[config.mk]
export PLATFORM = sky130hd
export DESIGN_NAME = mdsp_top
export DESIGN_NICKNAME = d
export VERILOG_FILES = /design/src/logic/mdsp_pkg.sv /design/src/logic/mdsp_buf2.sv /design/src/logic/mdsp_top.sv
export SDC_FILE = /design/constraint.sdc
export NUM_CORES = 1
export LEC_CHECK = 0
export BUFFER_PORTS_ARGS = -buffer_cell sky130_fd_sc_hd__buf_4
export CAP_MARGIN = 25
export CORE_MARGIN = 1.5
export CORE_UTILIZATION = 45
export CTS_CLUSTER_SIZE = 14
export DETAILED_ROUTE_END_ITERATION = 10
export SYNTH_ARGS = -nofsm -noshare
export SYNTH_HDL_FRONTEND = slang
export SYNTH_SLANG_ARGS = --single-unit
[constraint.sdc]
create_clock -name sys_clk -period 3.1 [get_ports sys_clk]
set_clock_uncertainty 0.15 [all_clocks]
set_input_delay 0 -clock sys_clk [delete_from_list [all_inputs] [get_ports sys_clk]]
set_output_delay 0 -clock sys_clk [all_outputs]
set_load 0.02 [all_outputs]
[src/logic/mdsp_pkg.sv]
package mdsp_pkg;
  // 25 MHz clock
  localparam int unsigned CLK_HZ = 25000000;
  localparam int unsigned BAUD_HZ = 115200;
  localparam int unsigned BIT_CYCLES = (CLK_HZ + BAUD_HZ / 2) / BAUD_HZ;
  localparam int unsigned HALF_CYCLES = BIT_CYCLES / 2;
  localparam int unsigned CNT_W = 16;
  localparam int unsigned DATA_W = 8;
  localparam int unsigned BIT_IDX_W = 4;
  // Line idles high
  localparam logic LINE_IDLE = 1'b1;
  localparam logic [BIT_IDX_W-1:0] LAST_DATA_BIT = 4'h7;
  typedef enum logic [1:0] {
    MDSP_IDLE,
    MDSP_START,
    MDSP_DATA,
    MDSP_STOP
  } mdsp_state_t;
endpackage : mdsp_pkg

[src/logic/mdsp_buf2.sv]
`timescale 1ns/1ps
`default_nettype none
// Two-entry buffer: full throughput, no combinational ready path
module mdsp_buf2 (
  input wire logic sys_clk,
  input wire logic reset,
  input wire logic [7:0] in_data,
  input wire logic in_valid,
  output logic in_ready,
  output logic [7:0] out_data,
  output logic out_valid,
  input wire logic out_ready
);
  logic [7:0] mem_reg [2];
  logic wr_ptr_reg;
  logic rd_ptr_reg;
  logic [1:0] count_reg;
  wire push = in_valid && in_ready;
  wire pop = out_valid && out_ready;
  assign in_ready = (count_reg != 2'h2);
  assign out_valid = (count_reg != 2'h0);
  assign out_data = mem_reg[rd_ptr_reg];

  always_ff @(posedge sys_clk) begin
    if (push) begin
      mem_reg[wr_ptr_reg] <= in_data;
    end
  end

  always_ff @(posedge sys_clk) begin
    if (reset) begin
      wr_ptr_reg <= 1'b0;
      rd_ptr_reg <= 1'b0;
      count_reg <= 2'h0;
    end else begin
      if (push) begin
        wr_ptr_reg <= ~wr_ptr_reg;
      end
      if (pop) begin
        rd_ptr_reg <= ~rd_ptr_reg;
      end
      count_reg <= count_reg + {1'b0, push} - {1'b0, pop};
    end
  end
endmodule : mdsp_buf2
`default_nettype wire

[src/logic/mdsp_top.sv]
`timescale 1ns/1ps
`default_nettype none
module mdsp_top (
  input wire logic sys_clk,
  input wire logic reset,
  // Main port pins, named from the host side
  input wire logic txd_in,
  output logic rxd_out,
  output logic dcd_out,
  output logic dsr_out,
  output logic cts_out,
  output logic ring_out,
  input wire logic dtr_in,
  input wire logic rts_in,
  // Auxiliary port and shared SPI pins
  output logic tx_aux_mosi_out,
  input wire logic rx_aux_miso_in,
  input wire logic aux_sel,
  input wire logic spi_mosi,
  output logic spi_miso,
  // Modem-side status
  input wire logic carrier_present,
  input wire logic device_ready,
  input wire logic call_incoming,
  output logic terminal_ready,
  // Main port byte streams
  input wire logic [7:0] main_tx_data,
  input wire logic main_tx_valid,
  output logic main_tx_ready,
  output logic [7:0] main_rx_data,
  output logic main_rx_valid,
  input wire logic main_rx_ready,
  // Auxiliary byte streams, then the main-port overrun flag
  input wire logic [7:0] aux_tx_data,
  input wire logic aux_tx_valid,
  output logic aux_tx_ready,
  output logic [7:0] aux_rx_data,
  output logic aux_rx_valid,
  input wire logic aux_rx_ready,
  output logic main_rx_overrun
);
  localparam int unsigned NP = 2;

  // Per-port line and stream signals; port 0 is main, port 1 auxiliary
  logic [NP-1:0] rx_line;
  logic [NP-1:0] tx_line;
  logic [NP-1:0] tx_allow;
  logic [NP-1:0] tx_valid;
  logic [NP-1:0] tx_ready;
  logic [7:0] tx_data [NP];
  logic [NP-1:0] rx_out_valid;
  logic [NP-1:0] rx_out_ready;
  logic [7:0] rx_out_data [NP];
  logic [NP-1:0] buf_in_ready;
  logic [NP-1:0] overrun;

  logic rts_reg;
  logic dtr_reg;
  logic rxd_reg;
  logic aux_tx_reg;
  logic dcd_reg;
  logic dsr_reg;
  logic ring_reg;
  logic cts_reg;
  logic term_reg;
  logic miso_reg;
  logic ovr_reg;

  assign rx_line[0] = txd_in;
  assign rx_line[1] = aux_sel ? rx_aux_miso_in : mdsp_pkg::LINE_IDLE;
  assign tx_allow[0] = rts_reg;
  assign tx_allow[1] = aux_sel;
  assign tx_valid[0] = main_tx_valid;
  assign tx_valid[1] = aux_tx_valid;
  assign tx_data[0] = main_tx_data;
  assign tx_data[1] = aux_tx_data;
  assign main_tx_ready = tx_ready[0];
  assign aux_tx_ready = tx_ready[1];
  assign main_rx_data = rx_out_data[0];
  assign main_rx_valid = rx_out_valid[0];
  assign rx_out_ready[0] = main_rx_ready;
  assign aux_rx_data = rx_out_data[1];
  assign aux_rx_valid = rx_out_valid[1];
  assign rx_out_ready[1] = aux_rx_ready;

  genvar p;
  generate
    for (p = 0; p < NP; p++) begin : g_port
      mdsp_pkg::mdsp_state_t tx_state_reg;
      mdsp_pkg::mdsp_state_t rx_state_reg;
      logic [mdsp_pkg::CNT_W-1:0] tx_cnt_reg;
      logic [mdsp_pkg::CNT_W-1:0] rx_cnt_reg;
      logic [mdsp_pkg::BIT_IDX_W-1:0] tx_bit_reg;
      logic [mdsp_pkg::BIT_IDX_W-1:0] rx_bit_reg;
      logic [7:0] tx_sh_reg;
      logic [7:0] rx_sh_reg;
      logic tx_line_reg;
      logic rx_sync_reg;
      logic rx_push_reg;
      logic ovr_flag_reg;
      wire tx_tick = (tx_cnt_reg == 16'(mdsp_pkg::BIT_CYCLES - 1));
      wire rx_half = (rx_cnt_reg == 16'(mdsp_pkg::HALF_CYCLES - 1));
      wire rx_tick = (rx_cnt_reg == 16'(mdsp_pkg::BIT_CYCLES - 1));
      wire tx_take = (tx_state_reg == mdsp_pkg::MDSP_IDLE) && tx_valid[p] && tx_allow[p];

      // Bit position and counter steps
      wire tx_last = (tx_bit_reg == mdsp_pkg::LAST_DATA_BIT);
      wire tx_next_bit = tx_sh_reg[tx_bit_reg[2:0] + 3'h1];
      wire rx_last = (rx_bit_reg == mdsp_pkg::LAST_DATA_BIT);
      wire [mdsp_pkg::CNT_W-1:0] tx_cnt_next =
        (tx_take || tx_tick) ? 16'h0000 : tx_cnt_reg + 16'h0001;
      wire [mdsp_pkg::CNT_W-1:0] rx_cnt_step = rx_tick ? 16'h0000 : rx_cnt_reg + 16'h0001;

      assign tx_ready[p] = tx_take;
      assign tx_line[p] = tx_line_reg;
      assign overrun[p] = ovr_flag_reg;

      always_ff @(posedge sys_clk) begin
        if (reset) begin
          tx_state_reg <= mdsp_pkg::MDSP_IDLE;
          tx_cnt_reg <= 16'h0000;
          tx_bit_reg <= 4'h0;
          tx_sh_reg <= 8'h00;
          tx_line_reg <= mdsp_pkg::LINE_IDLE;
        end else begin
          tx_cnt_reg <= tx_cnt_next;
          unique case (tx_state_reg)
            mdsp_pkg::MDSP_IDLE: begin
              tx_line_reg <= mdsp_pkg::LINE_IDLE;
              if (tx_take) begin
                tx_sh_reg <= tx_data[p];
                tx_line_reg <= 1'b0;
                tx_state_reg <= mdsp_pkg::MDSP_START;
              end
            end
            mdsp_pkg::MDSP_START: begin
              if (tx_tick) begin
                tx_line_reg <= tx_sh_reg[0];
                tx_bit_reg <= 4'h0;
                tx_state_reg <= mdsp_pkg::MDSP_DATA;
              end
            end
            mdsp_pkg::MDSP_DATA: begin
              if (tx_tick) begin
                if (tx_last) begin
                  tx_line_reg <= 1'b1;
                  tx_state_reg <= mdsp_pkg::MDSP_STOP;
                end else begin
                  tx_line_reg <= tx_next_bit;
                  tx_bit_reg <= tx_bit_reg + 4'h1;
                end
              end
            end
            mdsp_pkg::MDSP_STOP: begin
              if (tx_tick) begin
                tx_state_reg <= mdsp_pkg::MDSP_IDLE;
              end
            end
          endcase
        end
      end

      always_ff @(posedge sys_clk) begin
        if (reset) begin
          rx_state_reg <= mdsp_pkg::MDSP_IDLE;
          rx_cnt_reg <= 16'h0000;
          rx_bit_reg <= 4'h0;
          rx_sh_reg <= 8'h00;
          rx_push_reg <= 1'b0;
        end else begin
          rx_push_reg <= 1'b0;
          unique case (rx_state_reg)
            mdsp_pkg::MDSP_IDLE: begin
              rx_cnt_reg <= 16'h0000;
              if (!rx_sync_reg) begin
                rx_state_reg <= mdsp_pkg::MDSP_START;
              end
            end
            mdsp_pkg::MDSP_START: begin
              rx_cnt_reg <= rx_cnt_reg + 16'h0001;
              if (rx_half) begin
                rx_cnt_reg <= 16'h0000;
                rx_bit_reg <= 4'h0;
                rx_state_reg <= rx_sync_reg ? mdsp_pkg::MDSP_IDLE : mdsp_pkg::MDSP_DATA;
              end
            end
            mdsp_pkg::MDSP_DATA: begin
              rx_cnt_reg <= rx_cnt_step;
              if (rx_tick) begin
                rx_sh_reg <= {rx_sync_reg, rx_sh_reg[7:1]};
                rx_bit_reg <= rx_bit_reg + 4'h1;
                if (rx_last) begin
                  rx_state_reg <= mdsp_pkg::MDSP_STOP;
                end
              end
            end
            mdsp_pkg::MDSP_STOP: begin
              rx_cnt_reg <= rx_cnt_step;
              if (rx_tick) begin
                rx_push_reg <= rx_sync_reg;
                rx_state_reg <= mdsp_pkg::MDSP_IDLE;
              end
            end
          endcase
        end
      end

      // Line sampler and lost-byte flag
      always_ff @(posedge sys_clk) begin
        if (reset) begin
          rx_sync_reg <= mdsp_pkg::LINE_IDLE;
          ovr_flag_reg <= 1'b0;
        end else begin
          rx_sync_reg <= rx_line[p];
          ovr_flag_reg <= rx_push_reg && !buf_in_ready[p];
        end
      end

      mdsp_buf2 u_buf (
        .sys_clk(sys_clk),
        .reset(reset),
        .in_data(rx_sh_reg),
        .in_valid(rx_push_reg),
        .in_ready(buf_in_ready[p]),
        .out_data(rx_out_data[p]),
        .out_valid(rx_out_valid[p]),
        .out_ready(rx_out_ready[p])
      );
    end
  endgenerate

  // Control outputs registered to the pins; terminal_ready takes two register stages from dtr_in
  wire aux_tx_next = aux_sel ? tx_line[1] : spi_mosi;
  wire miso_next = aux_sel ? 1'b0 : rx_aux_miso_in;
  wire cts_next = !rx_out_valid[0];

  always_ff @(posedge sys_clk) begin
    if (reset) begin
      rts_reg <= 1'b0;
    end else begin
      rts_reg <= rts_in;
    end
  end

  always_ff @(posedge sys_clk) begin
    if (reset) begin
      dtr_reg <= 1'b0;
      term_reg <= 1'b0;
    end else begin
      dtr_reg <= dtr_in;
      term_reg <= dtr_reg;
    end
  end

  always_ff @(posedge sys_clk) begin
    if (reset) begin
      rxd_reg <= mdsp_pkg::LINE_IDLE;
    end else begin
      rxd_reg <= tx_line[0];
    end
  end

  always_ff @(posedge sys_clk) begin
    if (reset) begin
      aux_tx_reg <= 1'b0;
      miso_reg <= 1'b0;
    end else begin
      aux_tx_reg <= aux_tx_next;
      miso_reg <= miso_next;
    end
  end

  always_ff @(posedge sys_clk) begin
    if (reset) begin
      dcd_reg <= 1'b0;
      dsr_reg <= 1'b0;
      ring_reg <= 1'b0;
    end else begin
      dcd_reg <= carrier_present;
      dsr_reg <= device_ready;
      ring_reg <= call_incoming;
    end
  end

  always_ff @(posedge sys_clk) begin
    if (reset) begin
      cts_reg <= 1'b0;
    end else begin
      cts_reg <= cts_next;
    end
  end

  // Lost-byte pulse to the pin
  always_ff @(posedge sys_clk) begin
    if (reset) begin
      ovr_reg <= 1'b0;
    end else begin
      ovr_reg <= overrun[0];
    end
  end

  assign rxd_out = rxd_reg;
  assign dcd_out = dcd_reg;
  assign dsr_out = dsr_reg;
  assign cts_out = cts_reg;
  assign ring_out = ring_reg;
  assign tx_aux_mosi_out = aux_tx_reg;
  assign spi_miso = miso_reg;
  assign terminal_ready = term_reg;
  assign main_rx_overrun = ovr_reg;
endmodule : mdsp_top
`default_nettype wire

==> results_dict.tcl, run 1 <==
set metrics [dict create \
    gp_congestion 0.799 \
    fin_total_pwr_uw 5290 \
    grt_pass1_wl_um 24100 \
    setup-tns-final_ns 0 \
    dp.cells 1047 \
    antenna_cells 0 \
    p_leak_uw 0.00343 \
    antenna_found_initial 0 \
    grt_pass1_vias 5363 \
    crit_fanout 9 \
    syn_to_final_growth_pct 20.5 \
    final-max-slew-violation-count 0 \
    yosysSeqAreaShare 0.510 \
    crit_slowest_cell "nor3_1" \
    cts_sinks 180 \
    power_frac_clock 0.367 \
    post_cts_buffers 0 \
    insertion_delay_ns 0.42 \
    pin_count 60 \
    die_area_sq_mm 0.0179 \
    wl_um 14100 \
    synth_area_per_cell_sq_um 9.74 \
    hold_viol 0 \
    maxCapViolCount 0 \
    synth_edf_count 32 \
    synth.top_cell.area_share 0.385 \
    core_area_sq_mm 0.0166 \
    status "finished clean" \
    synth_ff_type "dfxtp_1" \
    cts_buffers 17 \
    grt_max_degree 87 \
    htreeDepth 4 \
    whs_path_depth 2 \
    rsz0062_at_grt "no" \
    finalCriticalPeriod_ns 2.48 \
    critPathMaxStageDelay_ns 0.51 \
    pwr-share-comb 0.152 \
    cp.required_ns 3.23 \
    initial_core_util 0.462 \
    worst_ep_arrival_time_ns 2.61 \
    drc 0 \
    critPathCaptureType "flip-flop" \
    ys_top_cells_by_area "dfxtp_1 38%, edfxtp_1 12%, nor2_1 6.3%" \
    cts_hold_buf 40 \
    post-dp-hpwl_um 9640 \
    vias 5597 \
    cts_tree "yes" \
    finalSetupViolations 0 \
    first_iter_violations 212 \
    crit_type "flip-flop to flip-flop" \
    via_per_inst 5.00 \
    ir_drop_v 0.000363 \
    p_seq_frac 0.481 \
    holdCritPathClass "primary input to flip-flop" \
    switching_share 0.266 \
    synth_warnings 0 \
    synth-seq-cells 180 \
    p_int_uw 3880 \
    finalNonFillerCells 1119 \
    period_share 0.801 \
    worst_slew_pin_slew_ns 0.861 \
    grtUsageTotal 0.163 \
    start_kind "flip-flop" \
    rows 47 \
    cts_buffer_depth 2 \
    netlist_instances 790 \
    crit_chain "nor4b_1 > nand4_1 > nor3_1 > buf_4 > mux2i_1 > nor2_1" \
    async_reset_ff_frac 0 \
    hold_slack_ns 0.00888 \
    power.density_mw_per_mm2 570 \
    switchingPower_uw 1410 \
    die_w_um 134 \
    reg2reg_depth 6 \
    cts_root_buf "clkbuf_16" \
    finalNetCount 943 \
    first_pass_iters 4 \
    yosysMostFrequentCell "dfxtp_1" \
    synthTopCellsByCount "148 x dfxtp_1, 129 x nor2_1, 72 x nand2_1" \
    fmax_ghz 0.403 \
    synth_area_sq_mm 0.00770 \
    ys_types 58 \
    synth_nets 847 \
    grt-ovfl-total 0 \
    layout-drive-gt1-share 0.150 \
    dieHeight_um 134 \
    cts-resized-gates 0 \
    synth_largest_area_cell "dfxtp_1" \
    port-buffer-count 59 \
    path_clk_slew_ns 0.06 \
    antenna_left 0 \
    wl_per_cell_um 12.6 \
    relSlewSlack 0.426 \
]
## power by group through the flow
stage / clock network [uW] / registers [uW] / logic [uW]
after detailed placement: 0 / 2600 / 757
after global placement: 0 / 2590 / 733
after floorplan: 0 / 2570 / 562
final: 1940 / 2540 / 805
after CTS: 2000 / 2550 / 811
after global routing: 2100 / 2560 / 909
## critical path: cells and delay by family (launching register included)
family                 cells  cell delay (ns)
flip-flops                 1             0.40
AND/OR/NAND/NOR            4             1.27
multiplexers               1             0.22
buffers and inverters      1             0.29
## cell families (layout without fill, tap and decap cells)
group,count (synthesis),count (layout),share of synthesized area
simple gates,347,347,0.223
flops,180,180,0.510
compound gates,68,68,0.0538
xor+xnor,68,68,0.0774
buf+inv,60,169,0.0306
mux,41,41,0.0629
fa+ha+maj,26,26,0.0423
## layout by cell type (no fill, tap or decap), types with 5 or more instances in the layout
cell type	n
nor4_1	8
mux2_2	19
nand2_1	72
nor3_1	11
xnor2_1	29
nor2_1	129
clkbuf_16	17
nand4_1	17
or2_2	6
mux2i_1	18
and3_1	9
a21oi_1	33
and2_1	5
inv_1	33
o21ai_0	12
nand3_1	38
ha_1	26
nor2b_1	11
edfxtp_1	32
buf_4	63
xor2_1	39
dlygate4sd3_1	40
dfxtp_1	148
## metrics by stage
stage | cell area (sq um) | worst slack (ns) | utilization
detailed placement | 8340 | 0.691 | 0.501
global placement | 8340 | 0.838 | 0.501
CTS | 9280 | 0.664 | 0.557
floorplan | 7700 | 0.987 | -
global route | 9280 | 0.362 | 0.557
finish | 9280 | 0.618 | 0.557
## layout make-up
type                       count  area (sq um)
fill                        1476          7360
clock buffer                  19           433
inverter                      34           128
sequential                   180          3920
multi-input combinational    550          3540
tap                          220           275
clock inverter                13           101
timing repair buffer         103           873
## metal layers
layer / up-vias / wire length [um] / global-route usage
met3: 11 / 437 / 0.0325
li1: 2889 / - / -
met4: 0 / 176 / 0.0604
met5: - / 0 / 0
met1: 2609 / 6700 / 0.207
met2: 88 / 6740 / 0.275
## final timing paths
check | start | end | slack [ns]
setup / recovery | g_port[0].rx_cnt_reg[3] | g_port[0].rx_sh_reg[4] | 0.62
hold / removal | reset | g_port[1].tx_bit_reg[0] | 0.009
setup reg to reg | g_port[0].rx_cnt_reg[3] | g_port[0].rx_sh_reg[4] | 0.62
hold reg to reg | g_port[0].ovr_flag_reg | main_rx_overrun | 0.29
Power figures use the tool's default switching activity.
==> run 2: changes to the inputs <==
--- a/config.mk
+++ b/config.mk
@@ -11,6 +11,7 @@
 export CORE_UTILIZATION = 45
 export CTS_CLUSTER_SIZE = 14
 export DETAILED_ROUTE_END_ITERATION = 10
+export PLACE_DENSITY = 0.65
 export SYNTH_ARGS = -nofsm -noshare
 export SYNTH_HDL_FRONTEND = slang
 export SYNTH_SLANG_ARGS = --single-unit
==> constraint.sdc (replaced) <==
create_clock -name sys_clk -period 2.1 [get_ports sys_clk]
set_clock_uncertainty 0.15 [all_clocks]
set_input_delay 0 -clock sys_clk [delete_from_list [all_inputs] [get_ports sys_clk]]
set_output_delay 0 -clock sys_clk [all_outputs]
set_load 0.02 [all_outputs]
==> run 2 against run 1 <==
Net effect:
- worst hold slack improved by 0.18 ns
- die area unchanged
- via count increased by 4.9%
- register-to-register slack got worse by 0.60 ns
- non-clock buffer count increased by 65
- final area increased by 8.2%
- largest cell class unchanged
- highest routed layer unchanged
- sequential cell count unchanged
==> results_dict.tcl, run 2 (synthesis results as in run 1) <==
set metrics [dict create \
    status "finished clean" \
    grt_max_degree 37 \
    critPathCaptureType "flip-flop" \
    top_usage_layer "met2" \
    grtUsageTotal 0.175 \
    antenna_cells 0 \
    die_w_um 134 \
    port-buffer-count 59 \
    setup_slack_ns 0.0179 \
    die_area_sq_mm 0.0179 \
    gr-usage-met1 0.227 \
    insertion_delay_ns 0.42 \
    period_share 0.991 \
    critPathMaxStageDelay_ns 0.54 \
    grt_pass1_wl_um 25600 \
    start_kind "flip-flop" \
    crit_slowest_cell "or4_4" \
    grtUsageMet2 0.284 \
    finalNetCount 1008 \
    gp_congestion 0.744 \
    fill_cells 1350 \
    rows 47 \
    wl_per_cell_um 12.8 \
    path_clk_slew_ns 0.07 \
    setup-tns-final_ns 0 \
    critPathTopFamily "simple AND/OR/NAND/NOR gates" \
    dpl_worst_slack_ns -0.0623 \
    dp.cells 1097 \
    finalNonFillerCells 1184 \
    maxCapViolCount 0 \
    cp_num_buf_inv 2 \
    layout-drive-gt1-share 0.231 \
    met3_usage 0.0374 \
    design_area_sq_mm 0.0100 \
    reg2reg_from "g_port[0].tx_cnt_reg[10]" \
    via_per_inst 4.96 \
    regArea_sq_mm 0.00393 \
    crit_chain "or4_4 > nor4_4 > buf_6 > buf_4 > and3b_2 > mux2_2 > nor2_1" \
    grt-ovfl-total 0 \
    post-dp-hpwl_um 9520 \
    regToRegSetupSlack_ns 0.02 \
    power.density_mw_per_mm2 829 \
    cp.required_ns 2.26 \
    antenna_found_initial 0 \
    crit_type "flip-flop to flip-flop" \
    finalCriticalPeriod_ns 2.08 \
    core_area_sq_mm 0.0166 \
    timing.rr.end "g_port[0].tx_bit_reg[0]" \
    grt_pass1_vias 5620 \
    relSlewSlack 0.687 \
    multi_input_area_sq_mm 0.00368 \
    cts_sinks 180 \
    whs_path_depth 3 \
    ir_drop_v 0.000598 \
    final_core_util 0.603 \
    cts_buffers 17 \
    worst_ep_arrival_time_ns 2.24 \
    cts_root_buf "clkbuf_16" \
    first_pass_iters 4 \
    dpl-instance-area_sq_mm 0.00876 \
    dieHeight_um 134 \
    hold_start "device_ready" \
    holdCritPathClass "primary input to flip-flop" \
    mostFrequentLayoutCells "144 x dfxtp_1, 129 x nor2_1, 112 x buf_4, 72 x nand2_1, 50 x dlygate4sd3_1" \
    reg2reg_depth 7 \
    initial_core_util 0.462 \
    cts_buffer_depth 2 \
    syn_to_final_growth_pct 30.4 \
    final-max-slew-violation-count 0 \
    drc 0 \
    hold_viol 0 \
    wl_um 15200 \
    rsz0062_at_grt "yes" \
    final_common_cell "dfxtp_1" \
    pin_count 60 \
    p_leak_uw 0.00385 \
    antenna_left 0 \
    vias 5873 \
    first_iter_violations 292 \
    htreeDepth 4 \
    cts_tree "yes" \
    fmax_ghz 0.480 \
    min_to "dsr_out" \
    crit_fanout 7 \
    finalSetupViolations 0 \
    worst_slew_pin_slew_ns 0.466 \
]
## run 2: cell count changes in the layout (fill, tap and decap cells not counted), moves of 4 or more
cell	before	now
buf_4	63	112
clkinvlp_4	4	0
dfxtp_1	148	144
dfxtp_2	0	4
dlygate4sd3_1	40	50
ha_1	26	22
inv_1	33	28
inv_2	0	5
inv_8	0	6
o21ai_0	12	8
## run 2: per-stage QoR
stage               hold slack (ns)  power [uW]
finish                        0.192        8330
global route                  0.200        8730
global placement             0.0480        5000
CTS                           0.170        8300
detailed placement           0.0445        5010
floorplan                   -0.0881        4630
## run 2: repair_timing
item | CTS | global route
cloned | 0 | 1
pin swaps | 6 | 8
hold buffers | 50 | 0
endpoints found under the hold margin | 40 | 0
buffers inserted | 1 | 3
gates resized for setup | 3 | 40
setup endpoints to repair | 4 | 53
## run 2: cell type report
class / count / share of cell area
sequential: 180 / 0.391
timing repair buffer: 168 / 0.142
tap: 220 / 0.0274
multi-input combinational: 550 / 0.366
clock buffer: 18 / 0.0438
clock inverter: 14 / 0.0158
inverter: 34 / 0.0127
## run 2: power breakdown
group	leakage (uW)	switching, uW	total [uW]	internal (uW)
clock	0.000297	1450	3180	1730
combinational	0.00206	716	1390	677
sequential	0.00150	111	3750	3640
total	0.00385	2270	8330	6050
## run 2: worst max path at each step
stage	from	endpoint	slack, ns	cells after the start
global route	g_port[0].tx_cnt_reg[10]	g_port[0].tx_bit_reg[0]	-0.05	7
finish	g_port[0].tx_cnt_reg[10]	g_port[0].tx_bit_reg[0]	0.02	7
global placement	g_port[1].tx_cnt_reg[0]	g_port[1].tx_bit_reg[3]	-0.04	7
CTS	g_port[1].tx_cnt_reg[12]	g_port[1].tx_bit_reg[3]	0.001	5
detailed placement	g_port[1].tx_cnt_reg[0]	g_port[1].tx_bit_reg[3]	-0.06	7
floorplan	g_port[1].tx_cnt_reg[0]	g_port[1].tx_bit_reg[3]	-0.008	7
## run 2: layer usage
| layer | part of all wire | up-vias |
|---|---|---|
| met3 | 0.026 | 24 |
| met2 | 0.48 | 73 |
| met4 | 0.020 | 0 |
| met1 | 0.48 | 2745 |
| met5 | 0 | - |
| li1 | - | 3031 |
## run 2: worst min-delay path, stage by stage
cell	delay [ns]
dlygate4sd3_1	0.53
buf_4	0.10
nor2b_1	0.10
==> run 3: changes to the inputs <==
--- a/config.mk
+++ b/config.mk
@@ -12,6 +12,8 @@
 export CTS_CLUSTER_SIZE = 14
 export DETAILED_ROUTE_END_ITERATION = 10
 export PLACE_DENSITY = 0.65
+export REMOVE_ABC_BUFFERS = 1
 export SYNTH_ARGS = -nofsm -noshare
 export SYNTH_HDL_FRONTEND = slang
+export SYNTH_HIERARCHICAL = 1
 export SYNTH_SLANG_ARGS = --single-unit
==> constraint.sdc (replaced) <==
create_clock -name sys_clk -period 2.1 [get_ports sys_clk]
set_clock_uncertainty 0.15 [all_clocks]
set_input_delay 0.21 -clock sys_clk [delete_from_list [all_inputs] [get_ports sys_clk]]
set_output_delay 0.21 -clock sys_clk [all_outputs]
set_load 0.02 [all_outputs]
==> run 3 against run 2 <==
Net effect:
- die area grew 1.1%
- fmax grew 2.6%
- critical path depth is the same
- non-clock buffer count fell by 34
- sequential power rose by 2%
- clock power fell by 3%
- combinational power is 4% higher
- worst hold slack worse by 0.17 ns
- critical path type unchanged
==> results_dict.tcl, run 3 <==
set metrics [dict create \
    status "finished clean" \
    path_clk_slew_ns 0.07 \
    insertion_delay_ns 0.43 \
    rsz0062_at_grt "yes" \
    port-buffer-count 59 \
    synth_top_family_by_area "simple AND/OR/NAND/NOR gates" \
    fin_total_pwr_uw 8360 \
    via_per_inst 4.97 \
    first_iter_violations 158 \
    grt-ovfl-total 0 \
    crit_fanout 6 \
    fmax_ghz 0.493 \
    syn_to_final_growth_pct 24.7 \
    synthAdderAreaFrac 0.0418 \
    die_area_sq_mm 0.0181 \
    setup_slack_ns 0.0716 \
    critPathCaptureType "flip-flop" \
    dpl_worst_slack_ns 0.0154 \
    cts_sinks 180 \
    final-max-slew-violation-count 0 \
    grt_pass1_vias 5360 \
    die_w_um 135 \
    synth_xor_xnor_area_share 0.0709 \
    first_pass_iters 6 \
    power.density_mw_per_mm2 861 \
    holdCritPathClass "primary input to flip-flop" \
    antenna_cells 0 \
    ys_top_cells_by_area "dfxtp_1 38%, edfxtp_1 12%, nor2_1 6.0%" \
    gp_congestion 0.839 \
    grtUsageMet2 0.271 \
    cts_root_buf "clkbuf_16" \
    dp.cells 1101 \
    core_area_sq_mm 0.0168 \
    reg2reg_from "g_port[0].tx_state_reg[0]" \
    cts_buffer_depth 2 \
    finalCriticalPeriod_ns 2.03 \
    synth_area_sq_mm 0.00779 \
    crit_type "flip-flop to flip-flop" \
    synth_area_per_cell_sq_um 9.79 \
    finalSetupViolations 0 \
    worst_ep_arrival_time_ns 2.24 \
    mostFrequentLayoutCells "147 x dfxtp_1, 124 x nor2_1, 107 x buf_4, 69 x nand2_1, 35 x a21oi_1" \
    switching_share 0.276 \
    async_reset_ff_frac 0 \
    top_usage_layer "met2" \
    fill_cells 1467 \
    pin_count 60 \
    synth_largest_area_cell "dfxtp_1" \
    grt_max_degree 39 \
    ir_drop_v 0.000628 \
    final_common_cell "dfxtp_1" \
    hold_start "aux_rx_ready" \
    maxCapViolCount 0 \
    grtUsageTotal 0.170 \
    synth_ff_type "dfxtp_1" \
    dieHeight_um 135 \
    synth-compound-area-share 0.0660 \
    met3_usage 0.0443 \
    regToRegSetupSlack_ns 0.07 \
    p_leak_uw 0.00361 \
    gr-usage-met1 0.223 \
    design_area_sq_mm 0.00971 \
    post-dp-hpwl_um 9880 \
    antenna_left 0 \
    crit_start "g_port[0].tx_state_reg[0]" \
    netlist_instances 795 \
    rows 47 \
    cts_tree "yes" \
    drc 0 \
    grt_pass1_wl_um 24600 \
    p_seq_frac 0.458 \
    wl_per_cell_um 12.7 \
    synth.top_cell.area_share 0.381 \
    initial_core_util 0.465 \
    synthTopCellsByCount "148 x dfxtp_1, 124 x nor2_1, 69 x nand2_1" \
    antenna_found_initial 0 \
    finalNonFillerCells 1160 \
    ys_types 71 \
    htreeDepth 4 \
    relSlewSlack 0.654 \
    synth_edf_count 32 \
    synthMuxAreaShare 0.0656 \
    p_int_uw 6050 \
    yosys.area_share.simple 0.226 \
    yosysSeqAreaShare 0.504 \
    pwr-share-comb 0.173 \
    power_frac_clock 0.370 \
    hold_slack_ns 0.0187 \
    synth_warnings 6 \
    hold_viol 0 \
    synth-seq-cells 180 \
    worst_slew_pin_slew_ns 0.518 \
    start_kind "flip-flop" \
    finalNetCount 984 \
    yosysMostFrequentCell "dfxtp_1" \
    cp.required_ns 2.31 \
    dpl-instance-area_sq_mm 0.00879 \
    period_share 0.966 \
    switchingPower_uw 2310 \
    wl_um 14700 \
    layout-drive-gt1-share 0.195 \
    vias 5763 \
    cts_buffers 17 \
]
==> run 3: power groups by stage <==
stage / combinational (uW) / sequential (uW) / clock (uW)
3_5_place_dp: 1340 / 3900 / 0
5_1_grt: 1610 / 3850 / 3310
6_report: 1440 / 3820 / 3090
4_1_cts: 1400 / 3830 / 3170
3_3_place_gp: 1340 / 3900 / 0
2_1_floorplan: 881 / 3890 / 0
==> run 3: area by class of cell <==
cell class	count	area [sq um]	area share
multi-input combinational	565	3740	0.385
inverter	29	110	0.0113
timing repair buffer	134	1080	0.112
sequential	180	3930	0.404
clock inverter	14	141	0.0146
tap	220	275	0.0284
clock buffer	18	429	0.0442
==> run 3: worst paths after layout <==
| kind | end | cells after the start |
|---|---|---|
| setup / recovery | g_port[0].tx_bit_reg[3] | 7 |
| hold / removal | flip-flop | 4 |
| setup reg to reg | g_port[0].tx_bit_reg[3] | 7 |
| hold reg to reg | g_port[0].tx_cnt_reg[0] | 1 |
==> run 3: per-stage QoR <==
step                TNS (ns)  utilization
CTS                        0        0.574
global placement           0        0.524
detailed placement         0        0.524
floorplan              -5.61            -
finish                     0        0.579
global route         -0.0121        0.579
==> run 3: kinds of logic (layout without fill, tap and decap cells) <==
family,count (synthesis),after routing
simple gates,352,352
buf+inv,50,195
xor+xnor,63,63
mux,43,43
flops,180,180
compound gates,81,81
fa+ha+maj,26,26
==> run 3: critical path, cell delays in order, from the launching register on <==
cell     delay (ns)
dfxtp_1        0.34
inv_1          0.12
ha_2           0.25
or2_2          0.14
o31ai_1        0.10
or2_4          0.27
or4_1          0.47
a21oi_1        0.12
==> run 3: layer usage <==
layer	wire, um	part of all wire	vias up
met5	0	0	-
met4	222	0.015	0
met3	497	0.034	18
met2	6760	0.46	88
met1	7230	0.49	2636
li1	-	-	3021
==> run 3: repair_timing <==
item                                   4_1_cts  5_1_grt
setup endpoints to repair                    1       12
buffers inserted                             0        1
hold buffers                                26        0
pin swaps                                    0        5
endpoints found under the hold margin       25        0
resized for setup                            2       16
